[src/spl_pkg.sv]
package spl_pkg;
    // ----------------------------------------
    // command opcodes
    // ----------------------------------------
    localparam logic [7:0]  OP_WREN    = 8'h06;
    localparam logic [7:0]  OP_WRDI    = 8'h04;
    localparam logic [7:0]  OP_WRSR1   = 8'h01;
    localparam logic [7:0]  OP_WRSR2   = 8'h31;
    localparam logic [7:0]  OP_PROT    = 8'h36;
    localparam logic [7:0]  OP_UNPROT  = 8'h39;
    localparam logic [7:0]  OP_LOCKDN  = 8'h33;
    localparam logic [7:0]  OP_FREEZE  = 8'h34;
    localparam logic [7:0]  CONFIRM    = 8'hD0;
    localparam logic [23:0] FREEZE_ADR = 24'h55AA40;
    // ----------------------------------------
    // status fields
    // ----------------------------------------
    localparam int          PROTECTION_REGS_LOCKED_BIT_BIT   = 7;
    localparam int          GP_LSB     = 2;
    localparam int          GP_W       = 4;
    localparam int          SLE_BIT    = 4;
    localparam logic [3:0]  GP_UNPROT  = 4'h0;
    localparam logic [3:0]  GP_PROT    = 4'hF;
    localparam int          SECT_LSB   = 16;
    // ----------------------------------------
    // framing, byte counts and bit positions
    // ----------------------------------------
    localparam logic [2:0]  NB_OP      = 3'h1;
    localparam logic [2:0]  NB_DATA    = 3'h2;
    localparam logic [2:0]  NB_ADDR    = 3'h4;
    localparam logic [2:0]  NB_CONF    = 3'h5;
    localparam logic [2:0]  BIT_LAST   = 3'h7;
    localparam logic [2:0]  BIT_ZERO   = 3'h0;
    // ----------------------------------------
    // reset values and timing
    // ----------------------------------------
    localparam logic        PROT_RST   = 1'b1;
    localparam logic        PROTECTION_REGS_LOCKED_BIT_RST   = 1'b0;
    localparam int          CLK_MHZ    = 100;
    localparam int          LOCK_US    = 200;
    typedef enum logic [1:0] {
        SPL_IDLE = 2'b00,
        SPL_XFER = 2'b01,
        SPL_BUSY = 2'b10
    } spl_state_t;
endpackage

[src/spl_lockdown.sv]
// Summary of operation
// - hardware lock active only with write-protect asserted and lock bit one
// - hardware lock ignores sector protect, unprotect and status byte one writes
// - sector protected exactly when its bit is one, pin irrelevant
// - clearing the lock bit never performs a global protect operation
// - lock bit is volatile and resets to zero
// - setting the lock bit also performs the selected global operation
// - lock bit zero accepts sector and global commands and setting it
// - software lock ignores sector and global commands, allows clearing
// - one nonvolatile lockdown bit per 64KB sector survives resets
// - a set lockdown bit blocks program and erase of its sector
// - lockdown bits only go from zero to one
// - lockdown frame is 33h, three address bytes, D0h, rest ignored
// - valid lockdown sets sector bit at chip select rise, clears write enable
// - short frame, bad confirm or off-boundary release aborts, clears write enable
// - disabled or frozen lockdown is ignored and clears write enable
// - freeze 34h, 55AA40h, D0h clears lockdown enable permanently
// - status byte one stores bit seven, bits five to two select global
module spl_lockdown
    import spl_pkg::*;
#(
    parameter int          SECT_W      = 4,
    parameter int unsigned LOCK_CYCLES = LOCK_US * CLK_MHZ
) (
    input  wire logic                   mclk,
    input  wire logic                   arst_n,
    input  wire logic                   sclk,
    input  wire logic                   cs_n,
    input  wire logic                   mosi,
    input  wire logic                   wp_n,
    input  wire logic [(1<<SECT_W)-1:0] nv_lockdown_in,
    input  wire logic                   nv_frozen_in,
    input  wire logic [SECT_W-1:0]      pe_sector,
    output logic [(1<<SECT_W)-1:0]      sector_prot,
    output logic [(1<<SECT_W)-1:0]      lockdown_bits,
    output logic                        frozen,
    output logic                        write_enable_latch,
    output logic                        protection_regs_locked_bit,
    output logic                        lockdown_enable_bit,
    output logic                        hw_locked,
    output logic                        sw_locked,
    output logic                        busy,
    output logic                        pe_allowed
);
    localparam int NSECT = 1 << SECT_W;

    function automatic logic [SECT_W-1:0] sect_of(input logic [23:0] a);
        return a[SECT_LSB +: SECT_W];
    endfunction

    // ----------------------------------------
    // pin synchronisers
    // ----------------------------------------
    logic [2:0] sclk_r;
    logic [2:0] cs_r;
    logic [1:0] mosi_r;
    logic [1:0] wp_r;
    always_ff @(posedge mclk or negedge arst_n) begin
        if (!arst_n) begin
            sclk_r <= 3'h0;
            cs_r   <= 3'h7;
            mosi_r <= 2'h0;
            wp_r   <= 2'h3;
        end else begin
            sclk_r <= {sclk_r[1:0], sclk};
            cs_r   <= {cs_r[1:0], cs_n};
            mosi_r <= {mosi_r[0], mosi};
            wp_r   <= {wp_r[0], wp_n};
        end
    end
    wire sclk_rise = sclk_r[1] & ~sclk_r[2];
    wire cs_fall   = ~cs_r[1] & cs_r[2];
    wire cs_rise   = cs_r[1] & ~cs_r[2];
    wire wp_act    = ~wp_r[1];

    // ----------------------------------------
    // state
    // ----------------------------------------
    spl_state_t        st_r, st_nxt;
    logic [2:0]        bit_r, nb_r;
    logic [7:0]        sh_r, op_r, data_r, conf_r;
    logic [23:0]       addr_r;
    logic [31:0]       cnt_r;
    logic              loaded_r, wel_r, protection_regs_locked_bit_r, sle_r, frozen_r, pe_r;
    logic [NSECT-1:0]  prot_r, lock_r;
    logic              wel_nxt, protection_regs_locked_bit_nxt, sle_nxt, frozen_nxt;
    logic [NSECT-1:0]  prot_nxt, lock_nxt;

    // ----------------------------------------
    // decode at chip select release
    // ----------------------------------------
    wire       shifting  = (st_r == SPL_XFER) & sclk_rise & ~cs_r[1];
    wire       byte_done = shifting & (bit_r == BIT_LAST);
    wire [7:0] byte_val  = {sh_r[6:0], mosi_r[1]};
    wire       exec      = (st_r == SPL_XFER) & cs_rise;
    wire       bound     = (bit_r == BIT_ZERO);
    wire       fr_data   = bound & (nb_r >= NB_DATA);
    wire       fr_addr   = bound & (nb_r >= NB_ADDR);
    wire       fr_conf   = bound & (nb_r >= NB_CONF) & (conf_r == CONFIRM);
    wire       hw_lk     = wp_act & protection_regs_locked_bit_r;
    wire       sw_lk     = ~wp_act & protection_regs_locked_bit_r;
    wire       op_sect   = (op_r == OP_PROT) | (op_r == OP_UNPROT);
    wire       op_wr     = (op_r == OP_WRSR1) | (op_r == OP_WRSR2) | op_sect
                         | (op_r == OP_LOCKDN) | (op_r == OP_FREEZE);
    wire       sr1_go    = exec & (op_r == OP_WRSR1) & wel_r & fr_data & ~hw_lk;
    wire       gp_go     = sr1_go & ~protection_regs_locked_bit_r;
    wire [3:0] gp_code   = data_r[GP_LSB +: GP_W];
    wire       sect_go   = exec & op_sect & wel_r & fr_addr & ~protection_regs_locked_bit_r;
    wire       sr2_go    = exec & (op_r == OP_WRSR2) & wel_r & fr_data;
    wire       lk_en     = sle_r & ~frozen_r;
    wire       lock_go   = exec & (op_r == OP_LOCKDN) & lk_en & wel_r & fr_conf;
    wire       frz_go    = exec & (op_r == OP_FREEZE) & lk_en & wel_r & fr_conf
                         & (addr_r == FREEZE_ADR);
    wire [NSECT-1:0] sect_oh = {{(NSECT-1){1'b0}}, 1'b1} << sect_of(addr_r);

    always_comb begin
        wel_nxt = wel_r;
        if (exec && op_r == OP_WREN && nb_r == NB_OP && bound)
            wel_nxt = 1'b1;
        else if (exec && (op_wr || op_r == OP_WRDI))
            wel_nxt = 1'b0;
    end

    // global operation only when the lock bit was clear before the write
    always_comb begin
        protection_regs_locked_bit_nxt = sr1_go ? data_r[PROTECTION_REGS_LOCKED_BIT_BIT] : protection_regs_locked_bit_r;
        prot_nxt = prot_r;
        if (gp_go && gp_code == GP_PROT)
            prot_nxt = {NSECT{1'b1}};
        else if (gp_go && gp_code == GP_UNPROT)
            prot_nxt = {NSECT{1'b0}};
        if (sect_go)
            prot_nxt = (op_r == OP_PROT) ? (prot_r | sect_oh) : (prot_r & ~sect_oh);
    end

    always_comb begin
        lock_nxt   = lock_r | (lock_go ? sect_oh : {NSECT{1'b0}});
        frozen_nxt = frozen_r | frz_go;
        sle_nxt    = sle_r;
        if (frz_go)
            sle_nxt = 1'b0;
        else if (sr2_go)
            sle_nxt = data_r[SLE_BIT] & ~frozen_r;
    end

    always_comb begin
        st_nxt = st_r;
        case (st_r)
            SPL_IDLE: begin
                if (cs_fall && loaded_r)
                    st_nxt = SPL_XFER;
            end
            SPL_XFER: begin
                if (exec)
                    st_nxt = (lock_go || frz_go) ? SPL_BUSY : SPL_IDLE;
            end
            SPL_BUSY: begin
                if (cnt_r == 32'h0)
                    st_nxt = SPL_IDLE;
            end
            default: st_nxt = SPL_IDLE;
        endcase
    end

    // ----------------------------------------
    // shifter and framing
    // ----------------------------------------
    always_ff @(posedge mclk or negedge arst_n) begin
        if (!arst_n) begin
            bit_r <= 3'h0;
            nb_r  <= 3'h0;
            sh_r  <= 8'h00;
        end else if (st_r == SPL_IDLE) begin
            bit_r <= 3'h0;
            nb_r  <= 3'h0;
        end else if (shifting) begin
            bit_r <= bit_r + 3'h1;
            sh_r  <= byte_val;
            if (byte_done && nb_r != NB_CONF)
                nb_r <= nb_r + 3'h1; // extra bytes ignored
        end
    end

    always_ff @(posedge mclk or negedge arst_n) begin
        if (!arst_n) begin
            op_r   <= 8'h00;
            data_r <= 8'h00;
            conf_r <= 8'h00;
            addr_r <= 24'h0;
        end else if (byte_done) begin
            if (nb_r == 3'h0)
                op_r <= byte_val;
            if (nb_r == NB_OP)
                data_r <= byte_val;
            if (nb_r >= NB_OP && nb_r < NB_ADDR)
                addr_r <= {addr_r[15:0], byte_val};
            if (nb_r == NB_ADDR)
                conf_r <= byte_val;
        end
    end

    // ----------------------------------------
    // protection state
    // ----------------------------------------
    always_ff @(posedge mclk or negedge arst_n) begin
        if (!arst_n) begin
            st_r   <= SPL_IDLE;
            cnt_r  <= 32'h0;
            wel_r  <= 1'b0;
            protection_regs_locked_bit_r <= PROTECTION_REGS_LOCKED_BIT_RST;
            sle_r  <= 1'b0;
            prot_r <= {NSECT{PROT_RST}};
        end else begin
            st_r   <= st_nxt;
            cnt_r  <= (lock_go || frz_go) ? 32'(LOCK_CYCLES - 1) :
                      (cnt_r != 32'h0) ? cnt_r - 32'h1 : cnt_r;
            wel_r  <= wel_nxt;
            protection_regs_locked_bit_r <= protection_regs_locked_bit_nxt;
            sle_r  <= sle_nxt;
            prot_r <= prot_nxt;
        end
    end

    // nonvolatile image restored once after each reset release
    always_ff @(posedge mclk or negedge arst_n) begin
        if (!arst_n) begin
            loaded_r <= 1'b0;
            lock_r   <= {NSECT{1'b0}};
            frozen_r <= 1'b0;
            pe_r     <= 1'b0;
        end else begin
            loaded_r <= 1'b1;
            lock_r   <= loaded_r ? lock_nxt : nv_lockdown_in;
            frozen_r <= loaded_r ? frozen_nxt : nv_frozen_in;
            pe_r     <= loaded_r & ~lock_r[pe_sector] & ~prot_r[pe_sector];
        end
    end

    assign sector_prot                = prot_r;
    assign lockdown_bits              = lock_r;
    assign frozen                     = frozen_r;
    assign write_enable_latch         = wel_r;
    assign protection_regs_locked_bit = protection_regs_locked_bit_r;
    assign lockdown_enable_bit        = sle_r;
    assign hw_locked                  = hw_lk;
    assign sw_locked                  = sw_lk;
    assign busy                       = (st_r == SPL_BUSY);
    assign pe_allowed                 = pe_r;
endmodule

[config.mk]
export PLATFORM = sky130hd
export DESIGN_NAME = spl_lockdown
export DESIGN_NICKNAME = d
export VERILOG_FILES = /design/src/spl_pkg.sv /design/src/spl_lockdown.sv
export SDC_FILE = /design/constraint.sdc
export NUM_CORES = 1
export LEC_CHECK = 0
export BUFFER_PORTS_ARGS = -buffer_cell sky130_fd_sc_hd__buf_2
export CORE_ASPECT_RATIO = 1.75
export CORE_MARGIN = 4
export CORE_UTILIZATION = 45
export CTS_CLUSTER_SIZE = 12
export DETAILED_ROUTE_END_ITERATION = 16
export GPL_ROUTABILITY_DRIVEN = 0
export PLACE_DENSITY_LB_ADDON = 0.08
export SETUP_SLACK_MARGIN = 0.05
export SKIP_LAST_GASP = 1
export SLEW_MARGIN = 40
export SYNTH_ARGS = -nofsm -noshare
export SYNTH_HDL_FRONTEND = slang
export SYNTH_SLANG_ARGS = --single-unit
[constraint.sdc]
create_clock -name mclk -period 4.1 [get_ports mclk]
set_clock_uncertainty 0.2 [all_clocks]
set_input_delay 0.41 -clock mclk [delete_from_list [all_inputs] [get_ports mclk]]
set_output_delay 0.41 -clock mclk [all_outputs]
set_load 0.005 [all_outputs]
# ---- After elaboration in Yosys (flattened, before gate mapping)
# Index checks and enable logic that the tools add are counted.
dict set report word_totals {
  register_bits 143
  latchBits 0
  mem_bits_rw 0
  rom_bits 0
  inputBits 27
  output_inout_bits 40
  elab_cells 166
  n_memories 0
}
dict set report classes {
  addsub 3
  mul 0
  div 0
  magnitude_cmp 6
  n_eq_ne 20
  shifts 1
  muxes 27
  n_bitwise 58
  n_reduce_logical 30
}
# cell count
set ops {}
lappend ops {{$mux 16} 6}
lappend ops {{$mux 32} 2}
lappend ops {{$eq 8x6->1 const B} 5}
lappend ops {{$and 1x1->1} 38}
lappend ops {{$logic_not 32->1} 1}
lappend ops {{$or 16x16->16} 2}
lappend ops {{$reduce_bool 32->1} 1}
lappend ops {{$sub 32x1->32 const B} 1}
lappend ops {{$eq 24x23->1 const B} 1}
lappend ops {{$and 16x16->16} 1}
lappend ops {{$eq 8x3->1 const B} 2}
lappend ops {{$not 16->16} 1}
lappend ops {{$shl 1x4->16 const A} 1}
lappend ops {{$mux 3} 5}
lappend ops {{$reduce_and 2->1} 6}
lappend ops {{$not 1->1} 10}
lappend ops {{$reduce_bool 2->1} 5}
lappend ops {{$logic_and 1x1->1} 9}
lappend ops {{$bmux 1 s4} 2}
lappend ops {{$eq 8x1->1 const B} 1}
lappend ops {{$eq 8x8->1 const B} 1}
lappend ops {{$mux 2} 4}
lappend ops {{$mux 1} 7}
lappend ops {{$add 3x1->3 const B} 2}
lappend ops {{other kinds (21)} 31}

# ---- Depth between registers and ports, before layout
# Gate-level depths: netlist of run 1.
dict set report depth {
  depth_word 12
  mapped_depth 8
  mapped_depth_nobuf 7
}

# ---- Least setup slack after synthesis of run 1
# OpenSTA, ideal clock, no wires.
dict set report synth_timing {
  path_kind {register to register}
  from {reg cnt_r[0]}
  to {reg cnt_r[24]}
  setup_ns 0.132
  t_arrival_ns 2.341
  required_ns 3.768
  setup_slack_ns 1.427
  stages_incl_launch_ff 8
  n_path_buf 0
  synth_period_minus_slack_ns 2.673
  path_cell_list {dfrtp_1 inv_1 ha_1 or4b_1 or4_4 or4_1 mux2i_1 nor2_1}
}
dict set report synth_via {
  elab_chain_len 3
  elab_cells_between_ends 5
  cone_classes {add/sub (1); mux (2); reduce/logical (2)}
}
# element line_no
set synth_lines {}
lappend synth_lines {{from (decl)} spl_lockdown.sv:83} ;# logic [31:0] cnt_r;
lappend synth_lines {{from (signal assigned)} spl_lockdown.sv:215} ;# cnt_r <= (lock_go || frz_go) ? 32'(LOCK_CYCLES - 1) :
lappend synth_lines {{$sub 32x1->32} spl_lockdown.sv:216} ;# (cnt_r != 32'h0) ? cnt_r - 32'h1 : cnt_r;
lappend synth_lines {{$mux 32} spl_lockdown.sv:216}
lappend synth_lines {{$mux 32} spl_lockdown.sv:215}
# Several ways; a longest one is shown, not always the timed one. The select of a mux whose other input is x is not followed.
# A chain may end at the register's enable or synchronous reset.

# ---- Worst setup path after layout of run 1
dict set report layout_timing {
  from {reg cnt_r[0]}
  to {reg cnt_r[12]}
}
# Same word-level chain as after synthesis.

==> results of run 1 <==
[layer usage]
metal / share of wire, % / wire length [um]
met1: 40 / 6980
met2: 54 / 9460
met3: 3.7 / 650
met4: 2.2 / 378
met5: 0 / 0
[layout make-up]
| cell class | instances | share of cell area (%) |
|---|---|---|
| Clock inverter | 15 | 2.11 |
| Sequential cell | 140 | 43.8 |
| Multi-Input combinational cell | 467 | 38.9 |
| Inverter | 23 | 1.07 |
| Timing Repair Buffer | 82 | 6.02 |
| Tap cell | 183 | 2.84 |
| Clock buffer | 17 | 5.28 |
[worst max-delay path: stages (launching register included)]
cell and delay [ns]:
dfrtp_1 0.38, inv_1 0.09, ha_1 0.19, or4b_1 0.55, or4_4 0.55, nor3_2 0.66, or4_1 0.22, a21oi_1 0.06
[stage by stage]
step / area (um^2) / hold WS (ns)
final: 8060 / 0.0377
after global routing: 8060 / 0.0455
after CTS: 8060 / 0.0232
after detailed placement: 7410 / 0.138
after global placement: 7400 / 0.135
after floorplan: 6860 / -0.0856
[Yosys cell counts, types with 2 or more instances]
master / n
o31ai_1: 10
or3_1: 14
nand4b_1: 3
nand3b_1: 3
nor3b_1: 5
dfstp_2: 21
clkbuf_1: 27
a21o_1: 3
a31oi_1: 3
mux2i_1: 4
mux2_2: 52
a22o_1: 3
buf_2: 3
nand2b_1: 7
or4b_1: 2
nor4_1: 22
nor4b_1: 3
a211oi_1: 4
nand2_1: 31
o311a_1: 2
nor2_1: 64
nand4_1: 9
inv_1: 23
xor2_1: 3
o21ai_0: 35
nand3_1: 10
and3_1: 3
o211ai_1: 3
a21oi_1: 62
dfrtp_1: 119
ha_1: 8
or4_1: 10
nor3_1: 26
nor2b_1: 5
and4bb_2: 2
nor4bb_1: 6
a311oi_1: 17
and4b_1: 2
o41ai_1: 5
buf_1: 3
xnor2_1: 8
[kinds of logic after synthesis]
| family | Yosys count |
|---|---|
| buffers and inverters | 56 |
| XOR/XNOR | 11 |
| AO/OA/AOI/OAI | 153 |
| flip-flops | 140 |
| adder cells (fa/ha/maj) | 8 |
| multiplexers | 57 |
| other | 1 |
| AND/OR/NAND/NOR | 237 |
[timing repair]
action / CTS / global route
endpoints found under the hold margin: 78 / 0
resized for setup: 0 / 0
hold buffers: 5 / 0
[cell usage in the layout (no fill, tap or decap), drive strengths merged, types with 3 or more instances in the layout]
cell and instances:
o21ai 36, mux2 52, clkinv 3, nor4b 4, clkbuf 17, nand2 31, o41ai 5, nor4 23
nor3b 5, dfstp 21, nor3 27, xor2 3, nor2 64, a22o 3, or3 14, buf 77
dfrtp 119, a211oi 4, nand2b 7, and3 3, a21oi 62, xnor2 8, dlygate4sd3 5, inv 32
ha 8, a311oi 17, or4 11, nand4b 3, nand4 9, a31oi 3, mux2i 4, o31ai 10
o211ai 3, nor2b 5, nand3b 3, a21o 3, nand3 10, nor4bb 6
[power by group through the flow]
| stage | registers (mW) | logic [mW] | clock network [mW] |
|---|---|---|---|
| global route | 1.49 | 0.162 | 1.63 |
| floorplan | 1.49 | 0.0655 | 0 |
| finish | 1.49 | 0.142 | 1.55 |
| detailed placement | 1.51 | 0.142 | 0 |
| CTS | 1.49 | 0.146 | 1.58 |
| global placement | 1.51 | 0.139 | 0 |
[worst min path at each step]
stage	start	end	slack, ns	cells after the start
final	nv_lockdown_in[11]	lockdown_bits[11]	0.04	3
after global routing	nv_lockdown_in[4]	lockdown_bits[4]	0.05	3
after CTS	nv_lockdown_in[11]	lockdown_bits[11]	0.02	3
after detailed placement	sclk_r[0]	sclk_r[1]	0.14	0
after global placement	mosi_r[0]	mosi_r[1]	0.14	0
after floorplan	arst_n	addr_r[0]	-0.09	0
==> flow_metrics.tcl, run 1 <==
set metrics [dict create \
    outcome "completed" \
    gr-usage-met3_pct 3.41 \
    nets 766 \
    synth_compound_area_share_pct 13.7 \
    startpoint_type "register" \
    antenna_cells 0 \
    core_um2 14900 \
    cts.clk_slew.worst_paths_ns 0.06 \
    post-cts-setup-buffer-count 0 \
    finalPower_mw 3.17 \
    setup_viol 0 \
    p_per_area_nw_per_um2 394 \
    p_leak_nw 3.71 \
    overflow 0 \
    syn_area_per_cell_um2 10.3 \
    grt_pass1_wl_um 29100 \
    grt_pass1_vias 5721 \
    pre_cts_slack_ns 1.12 \
    utilization_pct 54.1 \
    port_buffers 66 \
    post-route-drc-count 0 \
    cts-root-buf "clkbuf_16" \
    wl_per_cell_um 18.8 \
    synth_edf_count 0 \
    yosys_warnings 0 \
    rsz0062_at_grt "false" \
    drive_gt1_share_pct 25.9 \
    layout_setup_ws_ns 1.07 \
    muxShareOfSynthArea_pct 9.45 \
    r2r_cells 7 \
    slew_viol_final 0 \
    synth.largest_area_cell "dfrtp_1" \
    r2r_slack_ns 1.07 \
    clkSinkCount 140 \
    synthAdderAreaFrac_pct 1.46 \
    ys_async_sr_fraction_pct 100 \
    vias 5457 \
    ios 67 \
    cts_buffers 17 \
    post-route-period-util_pct 74.0 \
    drt-initial-drc-count 246 \
    antenna_found_initial 0 \
    critical_path_peak_fanout 12 \
    synth_top_area_share_pct 43.4 \
    drt_pass1_iterations 4 \
    ys_ff_latch 140 \
    drv_cap 0 \
    hpwl_um 12200 \
    ant_nets 0 \
    timing.rr.end "cnt_r[12]" \
    worst_pin_slew_ns 0.817 \
    hold_path.class "input pin to register" \
    multi_input_area_um2 3130 \
    relSlewSlack_pct 44.8 \
    cts_tree "built" \
    worstPathRequired_ns 4.19 \
    worstSetupPathType "register to register" \
    avgViaCountPerCell 5.89 \
    clk_path_buf_depth 2 \
    switchingPower_mw 0.813 \
    start_util_pct 46.0 \
    worstPathArrival_ns 3.13 \
    synth_xor_xnor_area_share_pct 1.40 \
    top_usage_layer "met2" \
    synthDistinctLibCells 59 \
    hold_violations 0 \
    synth_top_family_by_area "simple AND/OR/NAND/NOR gates" \
    register_area_um2 3530 \
    area_growth_pct 17.5 \
    internal-power_mw 2.36 \
    synthTopCellsByArea "dfrtp_1 (43%), mux2_2 (8.5%), dfstp_2 (8.0%)" \
    clkLatencyLatePin_ns 0.42 \
    cp-startpoint "cnt_r[0]" \
    htree_levels 4 \
    die_h_um 171 \
    die_area_um2 17400 \
    ir_drop_mv 0.254 \
    fin_cells 927 \
    rr_startpoint "cnt_r[0]" \
    grt_use_met2_pct 37.7 \
    fp.dieW_um 101 \
    synthFlopType "dfrtp_1" \
    syn-cell-area_um2 6860 \
    wl_um 17500 \
    endpoint_kind "register" \
    synthCells 663 \
    grt_use_met1_pct 25.0 \
    fill_cells 1356 \
    netSwitchingFraction_pct 25.6 \
    p_seq_share_pct 46.8 \
    track_usage_pct 21.1 \
    yosys.area_share.simple_pct 19.4 \
    layout_min_cycle_time_ns 3.03 \
    clock_power_share_pct 48.7 \
    dp_cells 890 \
    row_count 59 \
    ys_seq_area_share_pct 51.5 \
    timing.fmax_mhz 330 \
    grt_max_degree 95 \
    cp-endpoint "cnt_r[12]" \
    pwr-share-comb_pct 4.5 \
    syn_nets 698 \
    fin_tns_setup_ns 0 \
]
(Power assumes the default switching activity.)
==> run 2, diff against run 1 <==
Clock period 4.1 ns to 2.67 ns, I/O delays scaled along.
==> run 2 against run 1 <==
  * Via count grew 2.7%
  * Clock power is 50% higher
  * Die area did not move
  * Largest cell class unchanged
  * Largest power group unchanged
  * Hold slack gained 0.067 ns
  * Clock-buffer cell count unchanged
  * Power is 53% higher
==> flow_metrics.tcl, run 2 (synthesis results as in run 1) <==
set metrics [dict create \
    cts_buffers 17 \
    grt_pass1_vias 5713 \
    track_usage_pct 21.1 \
    endpoint_kind "register" \
    worstPathArrival_ns 2.69 \
    finish.instance_area_um2 8450 \
    drv_cap 0 \
    r2r_cells 7 \
    drt-initial-drc-count 255 \
    ir_drop_mv 0.419 \
    cts.clk_slew.worst_paths_ns 0.07 \
    row_count 59 \
    worstPathRequired_ns 2.77 \
    grt_max_degree 57 \
    setup_viol 0 \
    place_area_um2 7560 \
    slew_viol_final 0 \
    fp.dieW_um 101 \
    outcome "completed" \
    cts-root-buf "clkbuf_16" \
    rr_startpoint "cnt_r[0]" \
    utilization_pct 56.7 \
    startpoint_type "register" \
    dp_cells 909 \
    clk_path_buf_depth 2 \
    r2r_slack_ns 0.08 \
    timing.fmax_mhz 387 \
    netSwitchingFraction_pct 25.1 \
    cts_tree "built" \
    critPathMaxStageDelay_ns 0.53 \
    hold_path.class "input pin to register" \
    grt_pass1_wl_um 29000 \
    drt_pass1_iterations 4 \
    critPathTopFamily "simple AND/OR/NAND/NOR gates" \
    critPathSlowestCell "or4_4" \
    cp-startpoint "cnt_r[0]" \
    timing.rr.end "cnt_r[24]" \
    area_growth_pct 23.2 \
    pre_cts_slack_ns 0.00821 \
    core_um2 14900 \
    hpwl_um 12300 \
    cp-endpoint "cnt_r[24]" \
    critical_path_peak_fanout 4 \
    wl_um 17500 \
    worst_pin_slew_ns 0.561 \
    layout.cells.most_common_list "dfrtp_1 (119), buf_2 (66), nor2_1 (63)" \
    rsz0062_at_grt "true" \
    antenna_cells 0 \
    whs_ns 0.105 \
    clkLatencyLatePin_ns 0.41 \
    layout_min_cycle_time_ns 2.59 \
    p_leak_nw 3.90 \
    post-route-period-util_pct 96.8 \
    p_seq_share_pct 47.0 \
    pwr-share-comb_pct 5.0 \
    fin_tns_setup_ns 0 \
    wl_per_cell_um 18.1 \
    vias 5607 \
    worstSetupPathType "register to register" \
    cp_common_cell "or4_4" \
    crit_chain "inv_2 > ha_4 > or4b_4 > or4_4 > or4_4 > mux2i_1 > nor2_1" \
    min-delay-start "pe_sector[2]" \
    ant_nets 0 \
    nets 809 \
    clock_power_share_pct 48.0 \
    die_h_um 171 \
    fin_cells 970 \
    port_buffers 66 \
    finalPower_mw 4.85 \
    antenna_found_initial 0 \
    htree_levels 4 \
    switchingPower_mw 1.22 \
    layout_setup_ws_ns 0.0849 \
    p_per_area_nw_per_um2 574 \
    die_area_um2 17400 \
    avgViaCountPerCell 5.78 \
    start_util_pct 46.0 \
    ios 67 \
    internal-power_mw 3.63 \
    drive_gt1_share_pct 28.3 \
    clkSinkCount 140 \
    hold_violations 0 \
    final_common_cell "dfrtp_1" \
    relSlewSlack_pct 62.6 \
    post-route-drc-count 0 \
    path_depth 7 \
    crit_buf_inv 1 \
    overflow 0 \
]
run 2: worst min path at each step:
stage,endpoint,slack [ns],depth (start not counted)
global placement,cnt_r[29],0.008,1
detailed placement,cnt_r[30],0.01,1
CTS,pe_allowed,0.09,3
finish,pe_allowed,0.10,3
global route,pe_allowed,0.11,3
floorplan,addr_r[0],-0.23,0
run 2: tightest hold or removal path, cell delays in order:
cell and delay (ns):
buf_2 0.12, o311a_1 0.16, o311a_1 0.13
run 2: final cells by class:
| class | count | area (um^2) |
|---|---|---|
| fillers | 1359 | 6460 |
| multi-input cells | 467 | 3160 |
| well taps | 183 | 229 |
| clock buffers | 17 | 425 |
| flip-flops and latches | 140 | 3530 |
| clock inverters | 15 | 154 |
| repair buffers | 125 | 867 |
| inverters | 23 | 86.3 |
run 2: power by group through the flow:
| stage | clock (mW) | combinational, mW | sequential (mW) |
|---|---|---|---|
| 2_1_floorplan | 0 | 0.101 | 2.28 |
| 3_3_place_gp | 0 | 0.217 | 2.32 |
| 3_5_place_dp | 0 | 0.221 | 2.32 |
| 4_1_cts | 2.38 | 0.248 | 2.28 |
| 5_1_grt | 2.47 | 0.275 | 2.29 |
| 6_report | 2.33 | 0.242 | 2.28 |
run 2: routing by layer:
metal,up-vias,routed length (um),GRT usage (%)
met4,0,243,6.08
met2,115,9840,38.9
met5,-,0,0
li1,2692,-,-
met1,2783,6840,24.6
met3,17,599,3.65
run 2: what timing repair did:
action | in CTS | in global routing
pin swaps | 4 | 5
buffers inserted | 3 | 2
gates cloned | 0 | 1
setup endpoints to repair | 1 | 16
hold buffers | 23 | 0
endpoints found under the hold margin | 101 | 0
resized for setup | 5 | 6
